<file path="src/srdsm_pkg.sv">
package srdsm_pkg;

  // Register bus geometry and byte addresses
  localparam int          ADDR_W      = 4;
  localparam logic [3:0]  REG0_ADDR   = 4'h0;
  localparam logic [3:0]  REG1_ADDR   = 4'h4;
  localparam logic [3:0]  STAT_ADDR   = 4'h8;

  // Register 0 fields
  localparam int          FRAC_LSB    = 4;
  localparam int          FRAC_W      = 15;
  localparam int          INT_LSB     = 19;
  localparam int          INT_W       = 8;
  localparam int          MUX_LSB     = 29;
  localparam int          MUX_W       = 3;

  // Register 1 fields
  localparam int          RDIV_LSB    = 4;
  localparam int          RDIV_W      = 3;
  localparam int          CKDIV_LSB   = 7;
  localparam int          CKDIV_W     = 4;
  localparam int          OSCEN_BIT   = 12;
  localparam int          BIAS_LSB    = 13;
  localparam int          BIAS_W      = 2;
  localparam int          HALVE_BIT   = 18;

  // Power-up values and writable bits
  localparam logic [31:0] REG0_RESET  = 32'h0000_0000;
  localparam logic [31:0] REG1_RESET  = 32'h0000_1210;
  localparam logic [31:0] REG0_WMASK  = 32'he7ff_fff0;
  localparam logic [31:0] REG1_WMASK  = 32'h0004_7ff0;

  // Status register bit positions
  localparam int          ST_SUPPLY   = 0;
  localparam int          ST_CAL      = 1;
  localparam int          ST_LOCK     = 2;
  localparam int          ST_RSSI     = 3;
  localparam int          ST_TXRX     = 4;

  // Status output source codes
  typedef enum logic [2:0] {
    SRDSM_MUX_SUPPLY = 3'h0,
    SRDSM_MUX_CAL    = 3'h1,
    SRDSM_MUX_LOCK   = 3'h2,
    SRDSM_MUX_RSSI   = 3'h3,
    SRDSM_MUX_TXRX   = 3'h4
  } srdsm_mux_t;

  // Timing
  localparam int          CLK_PERIOD_NS = 20;
  localparam int          SUPPLY_UP_US  = 50;
  localparam int          SUPPLY_UP_CYC = SUPPLY_UP_US * 1000 / CLK_PERIOD_NS;
  localparam int          LOCK_SET_NS   = 15;
  localparam int          LOCK_SET_CYC  = (LOCK_SET_NS / CLK_PERIOD_NS < 1) ? 1 :
                                          LOCK_SET_NS / CLK_PERIOD_NS;
  localparam int          LOCK_CLR_NS   = 25;
  localparam int          LOCK_CLR_CYC  = (LOCK_CLR_NS + CLK_PERIOD_NS - 1) / CLK_PERIOD_NS;
  localparam int          LOCK_RUNS     = 5;

endpackage : srdsm_pkg

</file>
<file path="src/srdsm_top.sv">
// The placing of the registers and the strobed register port were decided locally.
`timescale 1ns/1ps
// Functional notes
// - Oscillator on when bit set, and powered
// - Two-bit oscillator bias field drives bias
// - Divided reference output 50:50, inverted phase
// - Divided output even ratios 2..30
// - Divided output defaults to divide-by-eight
// - Divide field zero stops divided output
// - Reference divider 1..7 clocks phase detector
// - Reference divider defaults to one
// - Feedback divider integer plus fractional parts
// - Output frequency formula, optional halving select
// - Power enable low clears all registers
// - Supply-good rises 50 us after enable
// - Status select field, defaults to supply-good
// - Calibration flag low during coarse/fine calibration
// - Lock after five errors under 15 ns
// - Lock clears on 25 ns error
// - Signal-level-valid follows settled measurement
// - Direction low transmitting, high receiving
module srdsm_top (
  input  wire logic                      core_clk,
  input  wire logic                      rst_n,
  input  wire logic                      chip_enable,
  input  wire logic                      cal_coarse_busy,
  input  wire logic                      cal_fine_busy,
  input  wire logic                      level_settled,
  input  wire logic                      tx_mode,
  input  wire logic                      vco_div_in,
  input  wire logic [srdsm_pkg::ADDR_W-1:0] bus_addr,
  input  wire logic [31:0]               bus_wdata,
  input  wire logic                      bus_wr,
  input  wire logic                      bus_rd,
  output logic      [31:0]               bus_rdata,
  output logic                           regulator_enable,
  output logic                           osc_enable,
  output logic      [1:0]                osc_bias_field,
  output logic                           divided_ref_output,
  output logic                           pfd_ref_tick,
  output logic                           fb_tick,
  output logic                           output_halving_select,
  output logic                           pll_lock,
  output logic                           status_output
);
  import srdsm_pkg::*;

  localparam int PIN_W = 6;  // ce, coarse, fine, settled, tx, vco
  localparam int P_CE  = 0;
  localparam int P_CC  = 1;
  localparam int P_CF  = 2;
  localparam int P_LV  = 3;
  localparam int P_TX  = 4;
  localparam int P_VCO = 5;

  typedef struct packed {
    logic [PIN_W-1:0] pin_s1;
    logic [PIN_W-1:0] pin_s2;
    logic             vco_prev;
    logic [31:0]      reg0;
    logic [31:0]      reg1;
    logic [31:0]      rdata;
    logic [11:0]      supply_cnt;
    logic             supply_good;
    logic [3:0]       ck_cnt;
    logic             ck_out;
    logic [2:0]       r_cnt;
    logic             ref_tick;
    logic [8:0]       fb_cnt;
    logic [8:0]       fb_mod;
    logic [14:0]      frac_acc;
    logic             fb_pulse;
    logic             ph_active;
    logic             ph_from_ref;
    logic [7:0]       ph_cnt;
    logic [2:0]       good_runs;
    logic             lock;
    logic             stat_out;
    logic             osc_en;
    logic [1:0]       bias;
    logic             halve;
    logic             reg_en;
  } srdsm_state_t;

  localparam srdsm_state_t ST_RESET = '{
    pin_s1: '0, pin_s2: '0, vco_prev: 1'b0,
    reg0: REG0_RESET, reg1: REG1_RESET, rdata: 32'h0000_0000,
    supply_cnt: 12'h000, supply_good: 1'b0,
    ck_cnt: 4'h0, ck_out: 1'b0, r_cnt: 3'h0, ref_tick: 1'b0,
    fb_cnt: 9'h000, fb_mod: 9'h000, frac_acc: 15'h0000, fb_pulse: 1'b0,
    ph_active: 1'b0, ph_from_ref: 1'b0, ph_cnt: 8'h00,
    good_runs: 3'h0, lock: 1'b0, stat_out: 1'b0,
    osc_en: 1'b0, bias: 2'h0, halve: 1'b0, reg_en: 1'b0
  };

  // Address decode shared by reads and writes
  function automatic logic addr_hit(input logic [ADDR_W-1:0] a,
                                    input logic [3:0]        target);
    addr_hit = (a == target);
  endfunction : addr_hit

  // Status source selection; unused codes read low
  function automatic logic mux_pick(input logic [MUX_W-1:0] sel,
                                    input logic [4:0]       flags);
    case (sel)
      SRDSM_MUX_SUPPLY: mux_pick = flags[ST_SUPPLY];
      SRDSM_MUX_CAL:    mux_pick = flags[ST_CAL];
      SRDSM_MUX_LOCK:   mux_pick = flags[ST_LOCK];
      SRDSM_MUX_RSSI:   mux_pick = flags[ST_RSSI];
      SRDSM_MUX_TXRX:   mux_pick = flags[ST_TXRX];
      default:          mux_pick = 1'b0;
    endcase
  endfunction : mux_pick

  // Reset release through two flops; assertion stays asynchronous
  logic rst_meta_n;
  logic rst_sync_n;
  always_ff @(posedge core_clk or negedge rst_n) begin
    if (!rst_n) begin
      rst_meta_n <= 1'b0;
      rst_sync_n <= 1'b0;
    end else begin
      rst_meta_n <= 1'b1;
      rst_sync_n <= rst_meta_n;
    end
  end

  srdsm_state_t st;
  srdsm_state_t next_st;

  logic             ce;
  logic [4:0]       flags;
  logic             vco_edge;
  logic [3:0]       ck_half;
  logic [2:0]       r_div;
  logic [7:0]       int_n;
  logic [14:0]      frac_n;
  logic [15:0]      acc_sum;
  logic [7:0]       err;
  logic             meas_done;

  always_comb begin
    next_st   = st;
    ce        = st.pin_s2[P_CE];
    ck_half   = st.reg1[CKDIV_LSB +: CKDIV_W];
    r_div     = st.reg1[RDIV_LSB +: RDIV_W];
    int_n     = st.reg0[INT_LSB +: INT_W];
    frac_n    = st.reg0[FRAC_LSB +: FRAC_W];
    vco_edge  = st.pin_s2[P_VCO] & ~st.vco_prev;
    acc_sum   = {1'b0, st.frac_acc} + {1'b0, frac_n};
    err       = 8'h00;
    meas_done = 1'b0;

    // Pins pass two flops; only the second stage is read
    next_st.pin_s1   = {vco_div_in, tx_mode, level_settled,
                        cal_fine_busy, cal_coarse_busy, chip_enable};
    next_st.pin_s2   = st.pin_s1;
    next_st.vco_prev = st.pin_s2[P_VCO];

    // Flags in status register bit order
    flags[ST_SUPPLY] = st.supply_good;
    flags[ST_CAL]    = ~(st.pin_s2[P_CC] | st.pin_s2[P_CF]);
    flags[ST_LOCK]   = st.lock;
    flags[ST_RSSI]   = st.pin_s2[P_LV];
    flags[ST_TXRX]   = ~st.pin_s2[P_TX];

    // Regulator follows power enable; ready after settle time
    next_st.reg_en = ce;
    if (st.supply_cnt >= 12'(SUPPLY_UP_CYC - 1)) begin
      next_st.supply_good = 1'b1;
    end else begin
      next_st.supply_cnt = st.supply_cnt + 12'h001;
    end

    // Register writes; only defined bits, plus unassigned reg1 bit 11, are stored
    if (bus_wr && addr_hit(bus_addr, REG0_ADDR)) begin
      next_st.reg0 = bus_wdata & REG0_WMASK;
    end
    if (bus_wr && addr_hit(bus_addr, REG1_ADDR)) begin
      next_st.reg1 = bus_wdata & REG1_WMASK;
    end

    // Read data stands in the cycle after the strobe only
    next_st.rdata = 32'h0000_0000;
    if (bus_rd) begin
      if (addr_hit(bus_addr, REG0_ADDR)) begin
        next_st.rdata = st.reg0;
      end else if (addr_hit(bus_addr, REG1_ADDR)) begin
        next_st.rdata = st.reg1;
      end else if (addr_hit(bus_addr, STAT_ADDR)) begin
        next_st.rdata = {27'h0, flags};
      end
    end

    // Oscillator control gated by power enable
    next_st.osc_en = st.reg1[OSCEN_BIT] & ce;
    next_st.bias   = st.reg1[BIAS_LSB +: BIAS_W];
    next_st.halve  = st.reg1[HALVE_BIT];

    // Divided reference: half period of field cycles, so ratio is twice
    // the field and duty is exactly even; starts low and rises after the
    // first half period, counted apart from the reference divider
    if (ck_half == 4'h0) begin
      next_st.ck_cnt = 4'h0;
      next_st.ck_out = 1'b0;
    end else if (st.ck_cnt >= ck_half - 4'h1) begin
      next_st.ck_cnt = 4'h0;
      next_st.ck_out = ~st.ck_out;
    end else begin
      next_st.ck_cnt = st.ck_cnt + 4'h1;
    end

    // Reference divider pulse, one cycle every R cycles; zero acts as one
    next_st.ref_tick = 1'b0;
    if (r_div <= 3'h1 || st.r_cnt >= r_div - 3'h1) begin
      next_st.r_cnt    = 3'h0;
      next_st.ref_tick = 1'b1;
    end else begin
      next_st.r_cnt = st.r_cnt + 3'h1;
    end

    // Feedback divider: modulus is integer plus sigma-delta carry.
    // Integer values below 23 are outside the supported range.
    next_st.fb_pulse = 1'b0;
    if (vco_edge) begin
      if (st.fb_cnt + 9'h001 >= st.fb_mod) begin
        next_st.fb_cnt   = 9'h000;
        next_st.fb_pulse = 1'b1;
        next_st.frac_acc = acc_sum[14:0];
        next_st.fb_mod   = {1'b0, int_n} + {8'h00, acc_sum[15]};
      end else begin
        next_st.fb_cnt = st.fb_cnt + 9'h001;
      end
    end

    // Phase error: cycles from the first edge to the other one
    if (!st.ph_active) begin
      if (st.ref_tick && st.fb_pulse) begin
        meas_done = 1'b1;  // Coincident edges, zero error
      end else if (st.ref_tick || st.fb_pulse) begin
        next_st.ph_active   = 1'b1;
        next_st.ph_from_ref = st.ref_tick;
        next_st.ph_cnt      = 8'h01;
      end
    end else begin
      if ((st.ph_from_ref && st.fb_pulse) || (!st.ph_from_ref && st.ref_tick)) begin
        meas_done         = 1'b1;
        err               = st.ph_cnt;
        next_st.ph_active = 1'b0;
      end else if ((st.ph_from_ref && st.ref_tick) ||
                   (!st.ph_from_ref && st.fb_pulse)) begin
        meas_done         = 1'b1;  // Same edge twice: far off
        err               = 8'hff;
        next_st.ph_active = 1'b0;
      end else if (st.ph_cnt != 8'hff) begin
        next_st.ph_cnt = st.ph_cnt + 8'h01;
      end
    end

    // Lock qualification and loss
    if (meas_done) begin
      if (err < 8'(LOCK_SET_CYC)) begin
        if (st.good_runs >= 3'(LOCK_RUNS - 1)) begin
          next_st.lock = 1'b1;
        end else begin
          next_st.good_runs = st.good_runs + 3'h1;
        end
      end else begin
        next_st.good_runs = 3'h0;
      end
      if (err >= 8'(LOCK_CLR_CYC)) begin
        next_st.lock = 1'b0;
      end
    end

    // Status output source
    next_st.stat_out = mux_pick(st.reg0[MUX_LSB +: MUX_W], flags);

    // Power enable low wipes every stored value except the pin synchroniser back to defaults
    if (!ce) begin
      next_st        = ST_RESET;
      next_st.pin_s1 = {vco_div_in, tx_mode, level_settled,
                        cal_fine_busy, cal_coarse_busy, chip_enable};
      next_st.pin_s2 = st.pin_s1;
    end
  end

  // Whole state in one register bank
  always_ff @(posedge core_clk or negedge rst_sync_n) begin
    if (!rst_sync_n) begin
      st <= ST_RESET;
    end else begin
      st <= next_st;
    end
  end

  // Outputs straight from the state flops
  assign bus_rdata             = st.rdata;
  assign regulator_enable      = st.reg_en;
  assign osc_enable            = st.osc_en;
  assign osc_bias_field        = st.bias;
  assign divided_ref_output    = st.ck_out;
  assign pfd_ref_tick          = st.ref_tick;
  assign fb_tick               = st.fb_pulse;
  assign output_halving_select = st.halve;
  assign pll_lock              = st.lock;
  assign status_output         = st.stat_out;

endmodule : srdsm_top

</file>
<file path="config.mk">
export PLATFORM = sky130hd
export DESIGN_NAME = srdsm_top
export DESIGN_NICKNAME = d
export VERILOG_FILES = /design/src/srdsm_pkg.sv /design/src/srdsm_top.sv
export SDC_FILE = /design/constraint.sdc
export NUM_CORES = 1
export LEC_CHECK = 0
export BUFFER_PORTS_ARGS = -buffer_cell sky130_fd_sc_hd__buf_2
export CORE_MARGIN = 1.5
export CORE_UTILIZATION = 30
export DETAILED_ROUTE_END_ITERATION = 12
export GPL_ROUTABILITY_DRIVEN = 0
export SLEW_MARGIN = 10
export SYNTH_ARGS = -nofsm -noshare
export SYNTH_HDL_FRONTEND = slang
export SYNTH_SLANG_ARGS = --single-unit
</file>
<file path="constraint.sdc">
create_clock -name core_clk -period 8.45 [get_ports core_clk]
set_input_delay 0.4225 -clock core_clk [delete_from_list [all_inputs] [get_ports core_clk]]
set_output_delay 0.4225 -clock core_clk [all_outputs]
set_load 0.03 [all_outputs]
</file>
Word level (Yosys, flattened, before mapping)

Index checks and enable logic that the tools add are counted.

Flip-flop bits (word level): 187
Input port bits: 46
Output and inout port bits: 42

Add/subtract/negate cells: 10
Magnitude comparators: 8
Eq/ne operators: 26
Multiplexer cells: 41
Bitwise operators: 7
Reduce and logical (&&, ||, !) cells: 20

Operators by type and width:

| kind                                                                         | number |
|---|---|
| 173-bit two-way mux                                                          | 1 |
| 32-bit two-way mux                                                           | 5 |
| 8-bit two-way mux                                                            | 7 |
| 34-bit two-way mux                                                           | 1 |
| 25-bit two-way mux                                                           | 1 |
| 10-bit two-way mux                                                           | 2 |
| 15-bit by 15-bit adder with 16-bit output                                    | 1 |
| 1-bit two-way mux                                                            | 14 |
| 2-bit by 1-bit != test with 1-bit output, second input constant              | 7 |
| 12-bit by 1-bit adder with 12-bit output, second input constant              | 1 |
| 12-bit >= comparator, second input constant                                  | 1 |
| 12-bit two-way mux                                                           | 1 |
| 3-bit != test, second input constant                                         | 4 |
| 5-bit two-way mux                                                            | 2 |
| 8-bit by 1-bit adder with 9-bit output                                       | 1 |
| 9-bit by 1-bit adder with 9-bit output, second input constant                | 1 |
| 9-bit >= comparator                                                          | 1 |
| 3-bit two-way mux                                                            | 3 |
| 9-bit two-way mux                                                            | 1 |
| 3-bit by 1-bit != test with 1-bit output, second input constant              | 3 |
| 8-bit by 1-bit adder with 8-bit output, second input constant                | 1 |
| 8-bit by 2-bit >= comparator with 1-bit output, second input constant        | 1 |
| 4-bit logical NOT                                                            | 2 |
| 8-bit by 1-bit less-than comparator with 1-bit output, second input constant | 1 |
| other kinds (28)                                                             | 49 |

Depth between registers and ports, before layout

Word-level depth: 11
Mapped depth: 13
Mapped depth without buffers: 13

Worst setup path after synthesis

Ideal clock, no wire load.

Kind: reg-to-reg
Start point: reg st[45] (netlist bit)
End point: reg st[23] (netlist bit)
Arrival: 2.518 ns
Data required time: 8.328 ns
Setup slack: 5.811 ns
Stages on the path, launching flop included: 14
Clock period less this slack: 2.639 ns
Path through: dfrtp_1 > ha_1 > nand3_1 > nor2_1 > xor2_1 > ha_1 > a211oi_1 > o21ai_1 > a21oi_1 > o21ai_1 > nor2b_1 > clkbuf_1 > clkbuf_1 > a32o_1

Word-level cells in the longest chain between the ends: 4

Ends and longest elaborated chain:

| what                                                      | line             | RTL |
|---|---|---|
| start: declaration                                        | srdsm_top.sv:128 | `srdsm_state_t st;` |
| start signal: assignment                                  | srdsm_top.sv:293 | `st <= next_st;` |
| 9-bit by 1-bit adder with 9-bit output                    | srdsm_top.sv:226 | `if (st.fb_cnt + 9'h001 >= st.fb_mod) begin` |
| 9-bit >= comparator                                       | srdsm_top.sv:226 |  |
| 2-bit by 1-bit != test with 1-bit output (no source line) | n/a              |  |
| 2-bit AND reduction (no source line)                      | n/a              |  |

Every way passes these cells.
A chain may end at the register's enable or synchronous reset.

Worst setup path in the final report

Start point: reg st[45] (netlist bit)
End point: reg st[25] (netlist bit)

The elaborated chain is that of the path after synthesis.

==> reports/metrics.cfg <==
[final_layout]
drive_gt1_share_pct = 17.5
regArea_mm2 = 0.00399
multi_input_area_mm2 = 0.00324
fin_area_mm2 = 0.00882
layout.nets = 854
nFillCells = 2552
area_growth_pct = 15.2

[sta]
rsz0062_at_grt = no
setup_viol = 0
setup_tns_ns = 0
finClkSkew_ns = 0.0125
hold_violations = 0
fmax_mhz = 309
slew-limit-headroom_pct = 21.1
period_share_pct = 38.3
tightest_slew_ns = 1.18
fin_crit_ns = 3.23
finalMaxSlewViolations = 0

[floorplan]
start_util_pct = 30.5
dieHeight_um = 163
rows = 58
die_x_um = 163
dieArea_mm2 = 0.0265
core_area_mm2 = 0.0251
io-pin-count = 88

[power_and_ir_drop]
vdd_drop_max_mv = 0.129
switching_share_pct = 24.8
share_comb_of_total_power_pct = 6.7
pwr-share-clk_pct = 45.6
leakagePower_uw = 0.00428
seqPwrFrac_pct = 47.8
power.internal_uw = 1260
powerDensity_mw_per_mm2 = 190
power.total_uw = 1680
switching_power_uw = 417

[global_route]
grt_antenna_before_repair = 5
grt_max_degree = 71
grt_overflow = 0
grt_pass1_wl_um = 27200
track_usage_pct = 13.1
grt_pass1_vias = 5273

[setup_path]
rr_worst_depth = 12
start_kind = flop
worstSetupPathType = reg -> reg
required_ns = 8.80
end_kind = flop
crit_fanout = 16
arrival_ns = 3.59

[synthesis]
synth.avg_cell_area_um2 = 10.8
post_synth_instance_area_mm2 = 0.00766
yosysMostFrequentCell = dfrtp_1
synthArstFlopShare_pct = 100
yosysWarnings = 0
synth_edf_count = 0
synth_top_cell_by_area = dfrtp_1
synthTopCellsByCount = 156 x dfrtp_1, 62 x nor2_1, 55 x a22o_1, 49 x nand2_1, 44 x ha_1
ys_seq_elements = 159
synthCells = 710
synth.distinct_cells = 52
ys.flop_type = dfrtp_1
seq_area_frac_synth_pct = 52.0
synth_top_area_share_pct = 50.9
synth_area_leaders = dfrtp_1 51%, ha_1 7.2%, a22o_1 6.3%, buf_4 3.3%, nor2_1 3.0%

[placement]
hpwl_um = 11600
dpl-instance-area_mm2 = 0.00822
numPortBuffers = 79

[clock_network]
cts.clk_slew.worst_paths_ns = 0.06
root_buffer = clkbuf_16
cts_max_level = 4
cts_tree = done
post_cts_resized = 0
numClockSinks = 159
clk_latency_ns = 0.43
cts_inserted_buffers = 17
post_cts_buffers = 0
cts_buffer_depth = 2

[hold_path]
hold_class = in -> reg
min_path_cells = 1

[status]
status = complete, no violations

[drt]
postRouteAntennaNets = 0
routedWlPerCell_um = 14.7
drt_iter0_markers = 270
drc = 0
route.final.wire_length_um = 16400
drt-vias-per-instance = 4.70
dr.pass1.iters = 5
num_vias = 5214

[flow_run]
drv_cap = 0

==> metal layers <==
metal | wire length (um) | global-route usage [%]
met1 | 7440 | 16.4
met4 | 280 | 4.63
met3 | 738 | 3.97
met5 | 27 | 0
met2 | 7880 | 21.3
==> placed cells by master, fill, tap and decap left out, drive strengths merged, types with 5 or more instances in the layout <==
cell    synthesis  final
and2           27     27
and3            8      8
buf            39     88
inv            31     36
ha             44     44
a22oi          11     11
a21o            8      8
o211ai          6      6
clkbuf         17     19
nand3          16     16
dfrtp         156    156
xor2           23     23
a22o           55     55
a21oi          37     37
nand2b          7      7
a211oi          5      5
nor3            5      5
nor2           62     62
nand2          49     49
o21ai          23     23
nand4          13     13
xnor2          22     22
==> cell type report <==
class                      instances  share of cell area [%]
inverter                          31                    1.32
sequential                       159                    45.2
multi-input combinational        465                    36.7
timing repair buffer              89                    5.36
tap                              330                    4.68
antenna                            4                   0.113
clock inverter                    13                    1.73
clock buffer                      19                    4.91
==> metrics by stage <==
step	hold slack, ns	utilization, %	std cells	worst slack [ns]
after floorplan	0.127	-	711	3.70
after global placement	0.207	32.7	1073	5.30
after detailed placement	0.209	32.7	1073	5.25
after CTS	0.0904	35.1	1106	5.22
after global routing	0.0855	35.1	1107	4.87
final	0.104	35.1	1110	5.22
==> cell families (layout without fill, tap and decap cells) <==
kind of cell | count (synthesis) | count (layout) | synth area share [%]
AND/OR/NAND/NOR | 206 | 206 | 13.5
flip-flops | 159 | 159 | 52.0
multiplexers | 7 | 7 | 1.11
adder cells (fa/ha/maj) | 45 | 45 | 7.44
AO/OA/AOI/OAI | 159 | 159 | 14.7
other | 2 | 7 | 0.0980
XOR/XNOR | 45 | 45 | 5.14
buffers and inverters | 87 | 152 | 6.01
==> flip-flops by register name, indices dropped and copies added, names as in the netlist, 2 cells and up <==
name,cells
bus_rdata,30
frac_n,15
flags,2
osc_bias_field,2
st,84
int_n,8
r_div,3
ck_half,4
==> worst max-delay path: stages (launching register included) <==
cell,delay (ns)
dfrtp_1,0.43
ha_1,0.22
nand3_1,0.13
nor2_1,0.20
xor2_1,0.24
ha_1,0.30
a211oi_1,0.26
o21ai_1,0.10
a21oi_1,0.12
o21ai_1,0.15
a31oi_2,0.48
buf_4,0.33
a22o_1,0.19
==> final timing paths <==
path / end / slack, ns / start
worst max-delay path: st[25]$_DFFE_PN0P_ / 5.22 / st[45]$_DFFE_PN0P_
worst min-delay path: st[182]$_DFF_PN0_ / 0.10 / level_settled
worst max register to register: st[25]$_DFFE_PN0P_ / 5.22 / st[45]$_DFFE_PN0P_
worst min register to register: bus_rdata[26]$_DFF_PN0_ / 0.25 / rst_sync_n$_DFF_PN0_
max in group asynchronous: st[26]$_DFFE_PN0P_ / 6.24 / rst_sync_n$_DFF_PN0_
min in group asynchronous: bus_rdata[26]$_DFF_PN0_ / 0.25 / rst_sync_n$_DFF_PN0_
==> timing repair <==
action / 4_1_cts / 5_1_grt
setup endpoints to repair: 0 / 0
hold buffers: 1 / 0
hold endpoints to repair: 2 / 0
==> power groups by stage <==
stage,clock network (uW),logic [uW],registers [uW]
final,765,112,802
after global routing,813,129,806
after CTS,778,115,802
after detailed placement,0,114,816
after global placement,0,113,815
after floorplan,0,62.6,825
(Power assumes the default switching activity.)
